===== src/rtl/capture_compare_params.svh =====
// register indices, field positions, reset values and mode codes
// assumes: included by bare name; definitions only
`ifndef CAPTURE_COMPARE_PARAMS_SVH
`define CAPTURE_COMPARE_PARAMS_SVH

// ----------------------------------------
// register indices (byte address is index times four)
// ----------------------------------------
`define IDX_FLAGS_ONE 8'h0C
`define IDX_FLAGS_TWO 8'h0D
`define IDX_TIMER_LOW 8'h0E
`define IDX_TIMER_HIGH 8'h0F
`define IDX_TIMER_CONTROL 8'h10
`define IDX_VALUE_LOW 8'h15
`define IDX_VALUE_HIGH 8'h16
`define IDX_UNIT_CONTROL 8'h17
`define IDX_ENABLES_ONE 8'h8C

// ----------------------------------------
// field positions
// ----------------------------------------
`define BIT_TIMER_OVERFLOW 0
`define BIT_UNIT_EVENT 2
`define BIT_SECOND_EVENT 0
`define BIT_BUS_COLLISION 3
`define BIT_LOW_VOLTAGE 7
`define BIT_TIMER_ON 0

// ----------------------------------------
// reset values and writable masks
// ----------------------------------------
`define RESET_BYTE 8'h00
`define RESET_WORD 16'h0000
`define UNIT_CONTROL_MASK 8'h3F
`define TIMER_CONTROL_MASK 8'h3F
`define TIMER_TOP 16'hFFFF

// ----------------------------------------
// unit mode field codes
// ----------------------------------------
`define MODE_OFF 4'h0
`define MODE_CAPTURE_FALL 4'h4
`define MODE_CAPTURE_RISE 4'h5
`define MODE_CAPTURE_RISE4 4'h6
`define MODE_CAPTURE_RISE16 4'h7
`define MODE_COMPARE_HIGH 4'h8
`define MODE_COMPARE_LOW 4'h9
`define MODE_COMPARE_SOFT 4'hA
`define MODE_COMPARE_TRIGGER 4'hB
`define PRESCALE_FOURTH_MASK 4'h3
`define PRESCALE_SIXTEENTH 4'hF

// ----------------------------------------
// bus responses
// ----------------------------------------
`define RESP_OKAY 2'h0
`define RESP_SLVERR 2'h2

`endif


===== src/rtl/capture_compare_pkg.sv =====
// types shared by the capture/compare unit
// assumes: the params header is on the include path
`include "capture_compare_params.svh"

package capture_compare_pkg;

  // ----------------------------------------
  // unit mode field
  // ----------------------------------------
  typedef enum logic [3:0] {
    MODE_OFF = `MODE_OFF,
    MODE_CAPTURE_FALL = `MODE_CAPTURE_FALL,
    MODE_CAPTURE_RISE = `MODE_CAPTURE_RISE,
    MODE_CAPTURE_RISE4 = `MODE_CAPTURE_RISE4,
    MODE_CAPTURE_RISE16 = `MODE_CAPTURE_RISE16,
    MODE_COMPARE_HIGH = `MODE_COMPARE_HIGH,
    MODE_COMPARE_LOW = `MODE_COMPARE_LOW,
    MODE_COMPARE_SOFT = `MODE_COMPARE_SOFT,
    MODE_COMPARE_TRIGGER = `MODE_COMPARE_TRIGGER
  } unit_mode_e;

endpackage : capture_compare_pkg


===== src/rtl/capture_compare_unit.sv =====
// capture/compare unit with its timer, flag registers and AXI4-Lite slave
// assumes: one clock aclk, synchronous active-low reset; unit pin is a two-way pin
//
// Notes on behaviour
// - capture copies whole timer into value register
// - mode field picks falling, rising, 4th, 16th
// - capture sets unit event flag until cleared
// - new capture overwrites old value silently
// - port write on output pin may capture
// - prescaler cleared when off or not capturing
// - prescaler switch keeps count; software writes zero
// - compare match drives pin high, low, unchanged
// - compare match sets unit event flag too
// - writing zero to control forces latch low
// - software compare mode leaves pin alone
// - first unit trigger resets timer count
// - second trigger resets timer, starts conversion
// - second trigger reset never sets overflow flag
// - flags set regardless of enable bits
// - second flag register bits 7, 3, 0
`timescale 1ns/1ps
`include "capture_compare_params.svh"

module capture_compare_unit
  import capture_compare_pkg::*;
#(
  parameter int ADDR_WIDTH = 10,
  parameter int TIMER_WIDTH = 16
)
(
  input wire logic aclk,
  input wire logic aresetn,
  input wire logic [ADDR_WIDTH-1:0] awaddr,
  input wire logic [2:0] awprot,
  input wire logic awvalid,
  output logic awready,
  input wire logic [31:0] wdata,
  input wire logic [3:0] wstrb,
  input wire logic wvalid,
  output logic wready,
  output logic [1:0] bresp,
  output logic bvalid,
  input wire logic bready,
  input wire logic [ADDR_WIDTH-1:0] araddr,
  input wire logic [2:0] arprot,
  input wire logic arvalid,
  output logic arready,
  output logic [31:0] rdata,
  output logic [1:0] rresp,
  output logic rvalid,
  input wire logic rready,
  input wire logic unit_pin_in,
  output logic unit_pin_out,
  output logic unit_pin_oe,
  input wire logic port_c_direction,
  input wire logic port_data,
  input wire logic second_unit_trigger,
  input wire logic second_unit_event,
  input wire logic adc_enabled,
  output logic adc_start,
  input wire logic low_voltage_event,
  input wire logic bus_collision_event,
  output logic [7:0] peripheral_enables
);

  // ----------------------------------------
  // declarations
  // ----------------------------------------
  logic [7:0] peripheral_flags_one;
  logic [7:0] peripheral_flags_two;
  logic [TIMER_WIDTH-1:0] timer_one_count;
  logic [7:0] timer_one_control;
  logic [TIMER_WIDTH-1:0] capture_compare_value;
  logic [7:0] unit_control;
  logic [7:0] peripheral_enables_one;
  logic sync_one;
  logic sync_two;
  logic sync_three;
  logic pin_level;
  logic pin_prev;
  logic pin_rise;
  logic pin_fall;
  logic [3:0] prescale_count;
  logic capture_mode;
  logic compare_mode;
  logic capture_event;
  logic match_now;
  logic match_prev;
  logic compare_event;
  logic unit_trigger;
  logic timer_clear;
  logic timer_on;
  logic timer_overflow;
  logic compare_latch;
  logic wr_fire;
  logic rd_fire;
  logic [7:0] wr_index;
  logic [7:0] rd_index;
  logic [7:0] wr_byte;
  logic wr_byte_en;
  logic wr_mapped;
  logic rd_mapped;
  logic [7:0] rd_byte;
  unit_mode_e unit_mode;

  // ----------------------------------------
  // bus handshake and address decode
  // ----------------------------------------
  // write address and data are taken together, one write in flight
  assign wr_fire = awvalid && wvalid && !bvalid;
  assign awready = wr_fire;
  assign wready = wr_fire;
  assign rd_fire = arvalid && !rvalid;
  assign arready = !rvalid;
  assign wr_index = awaddr[9:2];
  assign rd_index = araddr[9:2];
  assign wr_byte = wdata[7:0];
  assign wr_byte_en = wr_fire && wstrb[0];

  // decode of mapped register indices
  function automatic logic is_mapped(input logic [7:0] idx);
    is_mapped = (idx == `IDX_FLAGS_ONE) || (idx == `IDX_FLAGS_TWO) || (idx == `IDX_TIMER_LOW) ||
                (idx == `IDX_TIMER_HIGH) || (idx == `IDX_TIMER_CONTROL) || (idx == `IDX_VALUE_LOW) ||
                (idx == `IDX_VALUE_HIGH) || (idx == `IDX_UNIT_CONTROL) || (idx == `IDX_ENABLES_ONE);
  endfunction : is_mapped

  assign wr_mapped = is_mapped(wr_index);
  assign rd_mapped = is_mapped(rd_index);

  // write response, held until the master takes it
  always_ff @(posedge aclk)
  begin
    if (!aresetn)
    begin
      bvalid <= 1'b0;
      bresp <= `RESP_OKAY;
    end
    else if (wr_fire)
    begin
      bvalid <= 1'b1;
      bresp <= wr_mapped ? `RESP_OKAY : `RESP_SLVERR;
    end
    else if (bready)
    begin
      bvalid <= 1'b0;
    end
  end

  // read multiplexer; bits above the register byte read as zero
  always_comb
  begin
    unique case (rd_index)
      `IDX_FLAGS_ONE: rd_byte = peripheral_flags_one;
      `IDX_FLAGS_TWO: rd_byte = peripheral_flags_two;
      `IDX_TIMER_LOW: rd_byte = timer_one_count[7:0];
      `IDX_TIMER_HIGH: rd_byte = timer_one_count[15:8];
      `IDX_TIMER_CONTROL: rd_byte = timer_one_control;
      `IDX_VALUE_LOW: rd_byte = capture_compare_value[7:0];
      `IDX_VALUE_HIGH: rd_byte = capture_compare_value[15:8];
      `IDX_UNIT_CONTROL: rd_byte = unit_control;
      `IDX_ENABLES_ONE: rd_byte = peripheral_enables_one;
      default: rd_byte = `RESET_BYTE;
    endcase
  end

  // read data, registered one cycle after the address is taken
  always_ff @(posedge aclk)
  begin
    if (!aresetn)
    begin
      rvalid <= 1'b0;
      rdata <= 32'h0000_0000;
      rresp <= `RESP_OKAY;
    end
    else if (rd_fire)
    begin
      rvalid <= 1'b1;
      rdata <= {24'h00_0000, rd_byte};
      rresp <= rd_mapped ? `RESP_OKAY : `RESP_SLVERR;
    end
    else if (rready)
    begin
      rvalid <= 1'b0;
    end
  end

  // ----------------------------------------
  // control registers
  // ----------------------------------------
  // unit control; the mode field steers capture and compare
  always_ff @(posedge aclk)
  begin
    if (!aresetn)
    begin
      unit_control <= `RESET_BYTE;
    end
    else if (wr_byte_en && wr_index == `IDX_UNIT_CONTROL)
    begin
      unit_control <= wr_byte & `UNIT_CONTROL_MASK;
    end
  end

  // timer control and enables; only the run bit acts here
  always_ff @(posedge aclk)
  begin
    if (!aresetn)
    begin
      timer_one_control <= `RESET_BYTE;
      peripheral_enables_one <= `RESET_BYTE;
    end
    else if (wr_byte_en)
    begin
      if (wr_index == `IDX_TIMER_CONTROL)
        timer_one_control <= wr_byte & `TIMER_CONTROL_MASK;
      if (wr_index == `IDX_ENABLES_ONE)
        peripheral_enables_one <= wr_byte;
    end
  end

  assign peripheral_enables = peripheral_enables_one;
  assign unit_mode = unit_mode_e'(unit_control[3:0]);
  assign capture_mode = (unit_control[3:2] == 2'b01);
  assign compare_mode = (unit_control[3:2] == 2'b10);
  assign timer_on = timer_one_control[`BIT_TIMER_ON];

  // ----------------------------------------
  // pin synchroniser and edge detection
  // ----------------------------------------
  // a level change counts once the second and third stages agree
  always_ff @(posedge aclk)
  begin
    if (!aresetn)
    begin
      sync_one <= 1'b0;
      sync_two <= 1'b0;
      sync_three <= 1'b0;
      pin_level <= 1'b0;
      pin_prev <= 1'b0;
    end
    else
    begin
      sync_one <= unit_pin_in;
      sync_two <= sync_one;
      sync_three <= sync_two;
      if (sync_two == sync_three)
        pin_level <= sync_three;
      pin_prev <= pin_level;
    end
  end

  assign pin_rise = pin_level && !pin_prev;
  assign pin_fall = !pin_level && pin_prev;

  // ----------------------------------------
  // capture prescaler and event selection
  // ----------------------------------------
  // counts rising edges; a switch between capture settings keeps the count
  always_ff @(posedge aclk)
  begin
    if (!aresetn || !capture_mode)
    begin
      prescale_count <= 4'h0;
    end
    else if (pin_rise)
    begin
      prescale_count <= prescale_count + 4'h1;
    end
  end

  // capture event from the selected edge choice
  always_comb
  begin
    unique case (unit_mode)
      MODE_CAPTURE_FALL: capture_event = pin_fall;
      MODE_CAPTURE_RISE: capture_event = pin_rise;
      MODE_CAPTURE_RISE4: capture_event = pin_rise &&
        ((prescale_count & `PRESCALE_FOURTH_MASK) == `PRESCALE_FOURTH_MASK);
      MODE_CAPTURE_RISE16: capture_event = pin_rise && (prescale_count == `PRESCALE_SIXTEENTH);
      default: capture_event = 1'b0;
    endcase
  end

  // ----------------------------------------
  // compare and special event trigger
  // ----------------------------------------
  assign match_now = compare_mode && (timer_one_count == capture_compare_value);
  assign compare_event = match_now && !match_prev;
  assign unit_trigger = compare_event && (unit_mode == MODE_COMPARE_TRIGGER);
  assign timer_clear = unit_trigger || second_unit_trigger;

  // one event per match, even while the timer stands still
  always_ff @(posedge aclk)
  begin
    if (!aresetn)
      match_prev <= 1'b0;
    else
      match_prev <= match_now;
  end

  // conversion start pulse from the second unit trigger
  always_ff @(posedge aclk)
  begin
    if (!aresetn)
      adc_start <= 1'b0;
    else
      adc_start <= second_unit_trigger && adc_enabled;
  end

  // compare output latch, apart from the port data latch
  always_ff @(posedge aclk)
  begin
    if (!aresetn)
    begin
      compare_latch <= 1'b0;
    end
    else if (wr_byte_en && wr_index == `IDX_UNIT_CONTROL && wr_byte == `RESET_BYTE)
    begin
      compare_latch <= 1'b0;
    end
    else if (compare_event && unit_mode == MODE_COMPARE_HIGH)
    begin
      compare_latch <= 1'b1;
    end
    else if (compare_event && unit_mode == MODE_COMPARE_LOW)
    begin
      compare_latch <= 1'b0;
    end
  end

  // pin drive: compare latch in compare modes, port data otherwise
  assign unit_pin_out = compare_mode ? compare_latch : port_data;
  assign unit_pin_oe = !port_c_direction;

  // ----------------------------------------
  // timer one count
  // ----------------------------------------
  // wrap only by counting; a trigger clear is never an overflow
  assign timer_overflow = timer_on && (timer_one_count == `TIMER_TOP) && !timer_clear;

  always_ff @(posedge aclk)
  begin
    if (!aresetn)
    begin
      timer_one_count <= `RESET_WORD;
    end
    else if (timer_clear)
    begin
      timer_one_count <= `RESET_WORD;
    end
    else if (wr_byte_en && wr_index == `IDX_TIMER_LOW)
    begin
      timer_one_count[7:0] <= wr_byte;
    end
    else if (wr_byte_en && wr_index == `IDX_TIMER_HIGH)
    begin
      timer_one_count[15:8] <= wr_byte;
    end
    else if (timer_on)
    begin
      timer_one_count <= timer_one_count + 16'h0001;
    end
  end

  // ----------------------------------------
  // capture/compare value
  // ----------------------------------------
  // a capture wins over a software write in the same cycle
  always_ff @(posedge aclk)
  begin
    if (!aresetn)
    begin
      capture_compare_value <= `RESET_WORD;
    end
    else if (capture_event)
    begin
      capture_compare_value <= timer_one_count;
    end
    else if (wr_byte_en && wr_index == `IDX_VALUE_LOW)
    begin
      capture_compare_value[7:0] <= wr_byte;
    end
    else if (wr_byte_en && wr_index == `IDX_VALUE_HIGH)
    begin
      capture_compare_value[15:8] <= wr_byte;
    end
  end

  // ----------------------------------------
  // flag registers
  // ----------------------------------------
  // hardware set wins over a software write; enables play no part
  always_ff @(posedge aclk)
  begin
    if (!aresetn)
    begin
      peripheral_flags_one <= `RESET_BYTE;
    end
    else
    begin
      if (wr_byte_en && wr_index == `IDX_FLAGS_ONE)
      begin
        peripheral_flags_one[`BIT_UNIT_EVENT] <= wr_byte[`BIT_UNIT_EVENT] || capture_event || compare_event;
        peripheral_flags_one[`BIT_TIMER_OVERFLOW] <= wr_byte[`BIT_TIMER_OVERFLOW] || timer_overflow;
      end
      else
      begin
        if (capture_event || compare_event)
          peripheral_flags_one[`BIT_UNIT_EVENT] <= 1'b1;
        if (timer_overflow)
          peripheral_flags_one[`BIT_TIMER_OVERFLOW] <= 1'b1;
      end
    end
  end

  // second flag register; unlisted bits stay zero
  always_ff @(posedge aclk)
  begin
    if (!aresetn)
    begin
      peripheral_flags_two <= `RESET_BYTE;
    end
    else if (wr_byte_en && wr_index == `IDX_FLAGS_TWO)
    begin
      peripheral_flags_two[`BIT_LOW_VOLTAGE] <= wr_byte[`BIT_LOW_VOLTAGE] || low_voltage_event;
      peripheral_flags_two[`BIT_BUS_COLLISION] <= wr_byte[`BIT_BUS_COLLISION] || bus_collision_event;
      peripheral_flags_two[`BIT_SECOND_EVENT] <= wr_byte[`BIT_SECOND_EVENT] || second_unit_event;
    end
    else
    begin
      if (low_voltage_event)
        peripheral_flags_two[`BIT_LOW_VOLTAGE] <= 1'b1;
      if (bus_collision_event)
        peripheral_flags_two[`BIT_BUS_COLLISION] <= 1'b1;
      if (second_unit_event)
        peripheral_flags_two[`BIT_SECOND_EVENT] <= 1'b1;
    end
  end

endmodule : capture_compare_unit


===== config.mk =====
export PLATFORM = sky130hd
export DESIGN_NAME = capture_compare_unit
export DESIGN_NICKNAME = d
export VERILOG_FILES = /design/src/rtl/capture_compare_pkg.sv /design/src/rtl/capture_compare_unit.sv
export VERILOG_INCLUDE_DIRS = /design/src /design/src/rtl
export SDC_FILE = /design/constraint.sdc
export NUM_CORES = 1
export LEC_CHECK = 0
export ABC_CLOCK_PERIOD_IN_PS = 4100
export BUFFER_PORTS_ARGS = -buffer_cell sky130_fd_sc_hd__buf_2
export CORE_MARGIN = 1
export CORE_UTILIZATION = 57
export CTS_CLUSTER_DIAMETER = 60
export DETAILED_ROUTE_END_ITERATION = 12
export GPL_ROUTABILITY_DRIVEN = 0
export PLACE_DENSITY = 0.86
export SYNTH_ARGS = -nofsm -noshare
export SYNTH_HDL_FRONTEND = slang
export SYNTH_SLANG_ARGS = --single-unit

===== constraint.sdc =====
create_clock -name aclk -period 4.1 [get_ports aclk]
set_clock_uncertainty 0.05 [all_clocks]
set_input_delay 0.205 -clock aclk [delete_from_list [all_inputs] [get_ports aclk]]
set_output_delay 0.205 -clock aclk [all_outputs]
set_load 0.02 [all_outputs]

* After elaboration in Yosys (flattened, before gate mapping)
Index checks and enable logic that the tools add are counted.
** Word-level totals
- Bits in registers :: 83
- Bits of input ports :: 77
- Logic and storage cells :: 171
** Operators by class
- Add/subtract/negate cells :: 2
- Eq/ne operators :: 34
- Muxes and demuxes :: 29
- Bitwise operators :: 2
- Reduce and logical (&&, ||, !) cells :: 78
** Operators with widths (count)
- $pmux W8 S9 :: 1
- $eq A8 B4 Y1 const B :: 8
- $eq A8 B5 Y1 const B :: 8
- $mux W8 :: 6
- $mux W16 :: 2
- $logic_or A1 B1 Y1 :: 25
- $logic_and A1 B1 Y1 :: 24
- $reduce_bool A2 Y1 :: 12
- $mux W1 :: 17
- $add A16 B1 Y16 const B :: 1
- $eq A16 B16 Y1 :: 1
- $eq A16 B16 Y1 const B :: 1
- $eq A4 B3 Y1 const B :: 4
- $eq A4 B4 Y1 const B :: 4
- $eq A8 B8 Y1 const B :: 2
- $reduce_and A2 Y1 :: 5
- $logic_not A1 Y1 :: 9
- $logic_not A8 Y1 :: 1
- $add A4 B1 Y4 const B :: 1
- $eq A2 B2 Y1 const B :: 2
- $mux W2 :: 2
- $ne A2 B2 Y1 const B :: 2
- $pmux W1 S4 :: 1
- $reduce_or A2 Y1 :: 2
- 3 further kinds :: 4

* Longest topological paths before layout
- Word-level depth :: 10
- Gate-level depth with buffers :: 7
- Depth with buffers taken out :: 6

* Worst setup path before layout
Ideal clock, no wire load.
- Kind :: reg2reg
- Start point :: reg bvalid
- End point :: reg timer_one_count[15]
- Library setup time :: 0.070 ns
- Data arrival time :: 1.936 ns
- Path slack :: 2.044 ns
- Cell stages (with the launch flop) :: 8
- Path through :: dfxtp_1 -> nand3b_1 -> inv_2 -> and4_4 -> buf_6 -> or4_4 -> o32a_1 -> a21oi_1
** On the way
- Word-level cells in the longest chain between the ends :: 6
** RTL lines
- from (decl) :: line capture_compare_unit.sv:42 : output logic bvalid,
- from (signal assigned) :: line capture_compare_unit.sv:135 : bvalid <= 1'b0;
- from (signal assigned) :: line capture_compare_unit.sv:140 : bvalid <= 1'b1;
- from (signal assigned) :: line capture_compare_unit.sv:145 : bvalid <= 1'b0;
- $logic_not A1 Y1 (*) :: line capture_compare_unit.sv:110 : assign wr_fire = awvalid && wvalid && !bvalid;
- $logic_and A1 B1 Y1 (*) :: line capture_compare_unit.sv:110
- net awready :: line capture_compare_unit.sv:36 : output logic awready,
- $logic_and A1 B1 Y1 (*) :: line capture_compare_unit.sv:118 : assign wr_byte_en = wr_fire && wstrb[0];
- $logic_and A1 B1 Y1 (no line)
- $reduce_bool A2 Y1 (no line) or $not A1 Y1 (tied branches)
- $reduce_and A2 Y1 (no line)
- to (signal assigned) :: line capture_compare_unit.sv:344 : timer_one_count <= `RESET_WORD;
- to (signal assigned) :: line capture_compare_unit.sv:348 : timer_one_count <= `RESET_WORD;
- to (signal assigned) :: line capture_compare_unit.sv:356 : timer_one_count[15:8] <= wr_byte;
- to (decl) :: line capture_compare_unit.sv:71 : logic [TIMER_WIDTH-1:0] timer_one_count;
The timed path passes the listed nets; every way through them passes the cells marked *.
A chain may end at the register's enable or synchronous reset.

* Final worst setup path
- Start point :: reg bvalid
- End point :: reg timer_one_count[3]
** On the way
- Word-level cells in the longest chain between the ends :: 6
** RTL lines
- $logic_not A1 Y1 (*) :: line capture_compare_unit.sv:110
- $logic_and A1 B1 Y1 (*) :: line capture_compare_unit.sv:110
- $logic_and A1 B1 Y1 (*) :: line capture_compare_unit.sv:118
- $logic_and A1 B1 Y1 (no line)
- $ne A2 B2 Y1 (no line) or $reduce_bool A2 Y1 (tied branches)
- $reduce_and A2 Y1 (no line)
- to (signal assigned) :: line capture_compare_unit.sv:344
- to (signal assigned) :: line capture_compare_unit.sv:348
- to (signal assigned) :: line capture_compare_unit.sv:352 : timer_one_count[7:0] <= wr_byte;
Every way passes the cells marked *; elsewhere a longest branch is shown, timed or not.

==> results.toml <==
[synth]
synth_top_area_frac = 0.357
ys_seq_area_frac = 0.357
synth-simple-area-share = 0.222
synth.distinct_cells = 62
synth_warnings = 0
synthMuxAreaShare = 0.121
synth_seq_cells = 81
synthXorXnorAreaFrac = 0.0617
synthFlopType = "dfxtp_1"
syn_inst = 536
yosysTopAreaCell = "dfxtp_1"
synthTopCellsByArea = "dfxtp_1 36%, mux2i_1 11%, nor2_1 5.8%, a211oi_1 5.0%, buf_4 4.5%"
synth_edf_count = 0
synth_compound_area_frac = 0.148
synth_top_family_by_area = "simple AND/OR/NAND/NOR gates"
synth.avg_cell_area_um2 = 8.47
synthAdderAreaFrac = 0.00551
ys_async_sr_fraction = 0
synthesis.area_um2 = 4540

[min_path]
hold_end = "sync_one"
worstHoldPathType = "primary input to register"
min-delay-start = "unit_pin_in"
whs_path_depth = 2

[critical_path]
crit_path_start_kind = "register"
cp-end-kind = "register"
crit_path_max_fanout = 21
ff2ff_path_depth = 6
r2r_start = "bvalid"
arrival_ps = 2480
critPathRequiredTime_ps = 4320
r2r-end = "timer_one_count[3]"
path_class = "register to register"
rrSetupSlack_ps = 1840

[sta]
post-route-period-util = 0.552
worstMarginPinSlew_ps = 855
setup_ws_ps = 1840
period_minus_slack_ps = 2260
finalSetupTns_ps = 0
hold_viol_final = 0
setup_viol = 0
rsz0062_at_grt = "no"
max_slew_margin = 0.429
max_freq_mhz = 442
slew_violations = 0

[grt]
antenna_found_initial = 0
grt_overflow = 0
track_usage = 0.285
grt_max_degree = 34
grt_first_pass_wirelength_um = 18900
grt_pass1_vias = 3907

[place]
post-place-ws_ps = 1710
dp_hpwl_um = 8260
dp.cells = 673
numPortBuffers = 65

[power]
power_frac_seq = 0.501
internal-power_mw = 1.19
power_mw = 1.59
netSwitchingFraction = 0.251
power_frac_clock = 0.415
p_sw_mw = 0.399
p_leak_nw = 2.26
comb_power_share = 0.084
pwr_density_cell_nw_per_um2 = 317
ir_drop_v = 0.000146

[final_layout]
layout-drive-gt1-share = 0.163
syn_to_final_growth_pct = 10.6
fillers = 634
nNetsFinal = 662
final_cells = 690
seq_area_um2 = 1620
multi_input_area_um2 = 2640
diodes = 0
utilization = 0.650

[detailed_routing]
viasPerCell = 6.01
ant_nets = 0
drc = 0
vias = 4145
drt-initial-drc-count = 352
drt-wirelength-per-cell_um = 16.8
dr.pass1.iters = 5
routed_wl_um = 11600

[outcome]
outcome = "complete, no violations"

[cts]
cts_tree = "built"
clk-insertion-delay-late_ps = 350
cts_sinks = 81
h-tree-depth = 3
numCtsBuffers = 9
clk_transition_reported_paths_ps = 80
cts_buffer_depth = 2
cts-root-buf = "clkbuf_8"
cts_setup_buffers = 0

[floorplanning]
die-width_um = 91.2
core-area_um2 = 7730
row_count = 32
die-area_um2 = 8320
die_h_um = 91.2
io_pins = 129
start_util = 0.587

[run]
cap_violations = 0
-- critical path: stages, from the launching register on --
cell,delay (ps)
dfxtp_1,320
nand3b_1,250
inv_2,170
nand4_1,680
nand4_1,380
xor2_1,100
a211oi_1,230
-- flip-flops by register name, indices dropped and copies added (netlist names) --
name / count
timer_one_count: 16
adc_start: 1
rvalid: 1
peripheral_flags_two: 3
rresp: 1
pin_prev: 1
match_prev: 1
timer_one_control: 6
sync_two: 1
unit_control: 6
sync_one: 1
prescale_count: 4
compare_latch: 1
peripheral_flags_one: 2
capture_compare_value: 16
sync_three: 1
rdata: 8
peripheral_enables: 8
bvalid: 1
pin_level: 1
bresp: 1
-- Yosys cell counts (all sizes together), types with 2 or more instances --
cell     number
nor2         70
nand2b       11
buf          34
and2          5
mux2          6
or4           2
a32oi         2
o2bb2ai       3
nor4b         4
nor4          9
nor3b         5
a22oi         6
a211oi       30
and4          5
nand4         9
xnor2         9
nand3b        2
nand2        30
xor2         23
mux2i        48
o21ai        23
ha            2
clkbuf       24
nor3          9
a22o          2
and3          3
nor2b         8
nand3        15
a221oi        2
a21oi        18
inv          13
or3           2
o22ai         2
dfxtp        81
-- cells by family after synthesis --
| family | count (synthesis) |
|---|---|
| and+or+nand+nor | 195 |
| DFF | 81 |
| muxes | 54 |
| adders and majority gates | 2 |
| AOI/OAI and AO/OA | 100 |
| buffers and inverters | 71 |
| xor gates and xnor gates | 32 |
| other | 1 |
-- layer usage --
layer	wire length, µm	vias to the layer above	share of wire	GRT usage
met4	475	0	0.041	0.157
met2	5250	213	0.45	0.446
met5	0	-	0	0
li1	-	1960	-	-
met1	5010	1924	0.43	0.377
met3	875	48	0.075	0.0436
-- metrics by stage --
stage | hold WS, ps | cell area [µm²]
6_report | 22.4 | 5020
5_1_grt | 31.8 | 5020
4_1_cts | 13.0 | 5020
3_5_place_dp | 353 | 4780
3_3_place_gp | 344 | 4780
2_1_floorplan | 255 | 4630
-- timing repair --
action                    in CTS  in global routing
resized for setup              0                  0
hold buffers                   1                  0
hold endpoints to repair       1                  0
-- power groups by stage --
| stage | Clock [mW] | Combinational [mW] | Sequential, mW |
|---|---|---|---|
| floorplan | 0 | 0.0980 | 0.818 |
| global placement | 0 | 0.127 | 0.815 |
| detailed placement | 0 | 0.129 | 0.815 |
| CTS | 0.667 | 0.131 | 0.796 |
| global route | 0.698 | 0.143 | 0.798 |
| finish | 0.660 | 0.133 | 0.797 |
-- cell type report --
| cell class | count | share of cell area |
|---|---|---|
| Tap cell | 102 | 0.0254 |
| Inverter | 13 | 0.00972 |
| Clock buffer | 10 | 0.0274 |
| Multi-Input combinational cell | 409 | 0.525 |
| Timing Repair Buffer | 69 | 0.0713 |
| Clock inverter | 6 | 0.0182 |
| Sequential cell | 81 | 0.323 |
-- worst max-delay path by stage --
stage,from,endpoint,slack [ps],cells after the start
global placement,araddr[2],rdata[3],1800,6
detailed placement,araddr[2],rdata[3],1710,6
finish,bvalid,timer_one_count[3],1840,6
CTS,bvalid,timer_one_count[3],1860,6
global route,bvalid,timer_one_count[6],1610,6
floorplan,bvalid,timer_one_count[15],2040,7
-- placed cells by master (no fill, tap or decap), drive strengths merged, types with 3 or more instances in the layout --
cell type	n
nor4b	4
dfxtp	81
xnor2	9
nor2	70
clkbuf	10
mux2	6
o21ai	23
a21oi	18
conb	26
a211oi	30
nand4	9
buf	68
inv	13
xor2	23
and3	3
nor2b	8
mux2i	48
nand2	30
clkinvlp	3
nor3	9
nand3	15
a22oi	6
and4	5
nand2b	11
nor3b	5
o2bb2ai	3
and2	5
nor4	9
(Power assumes the default switching activity.)
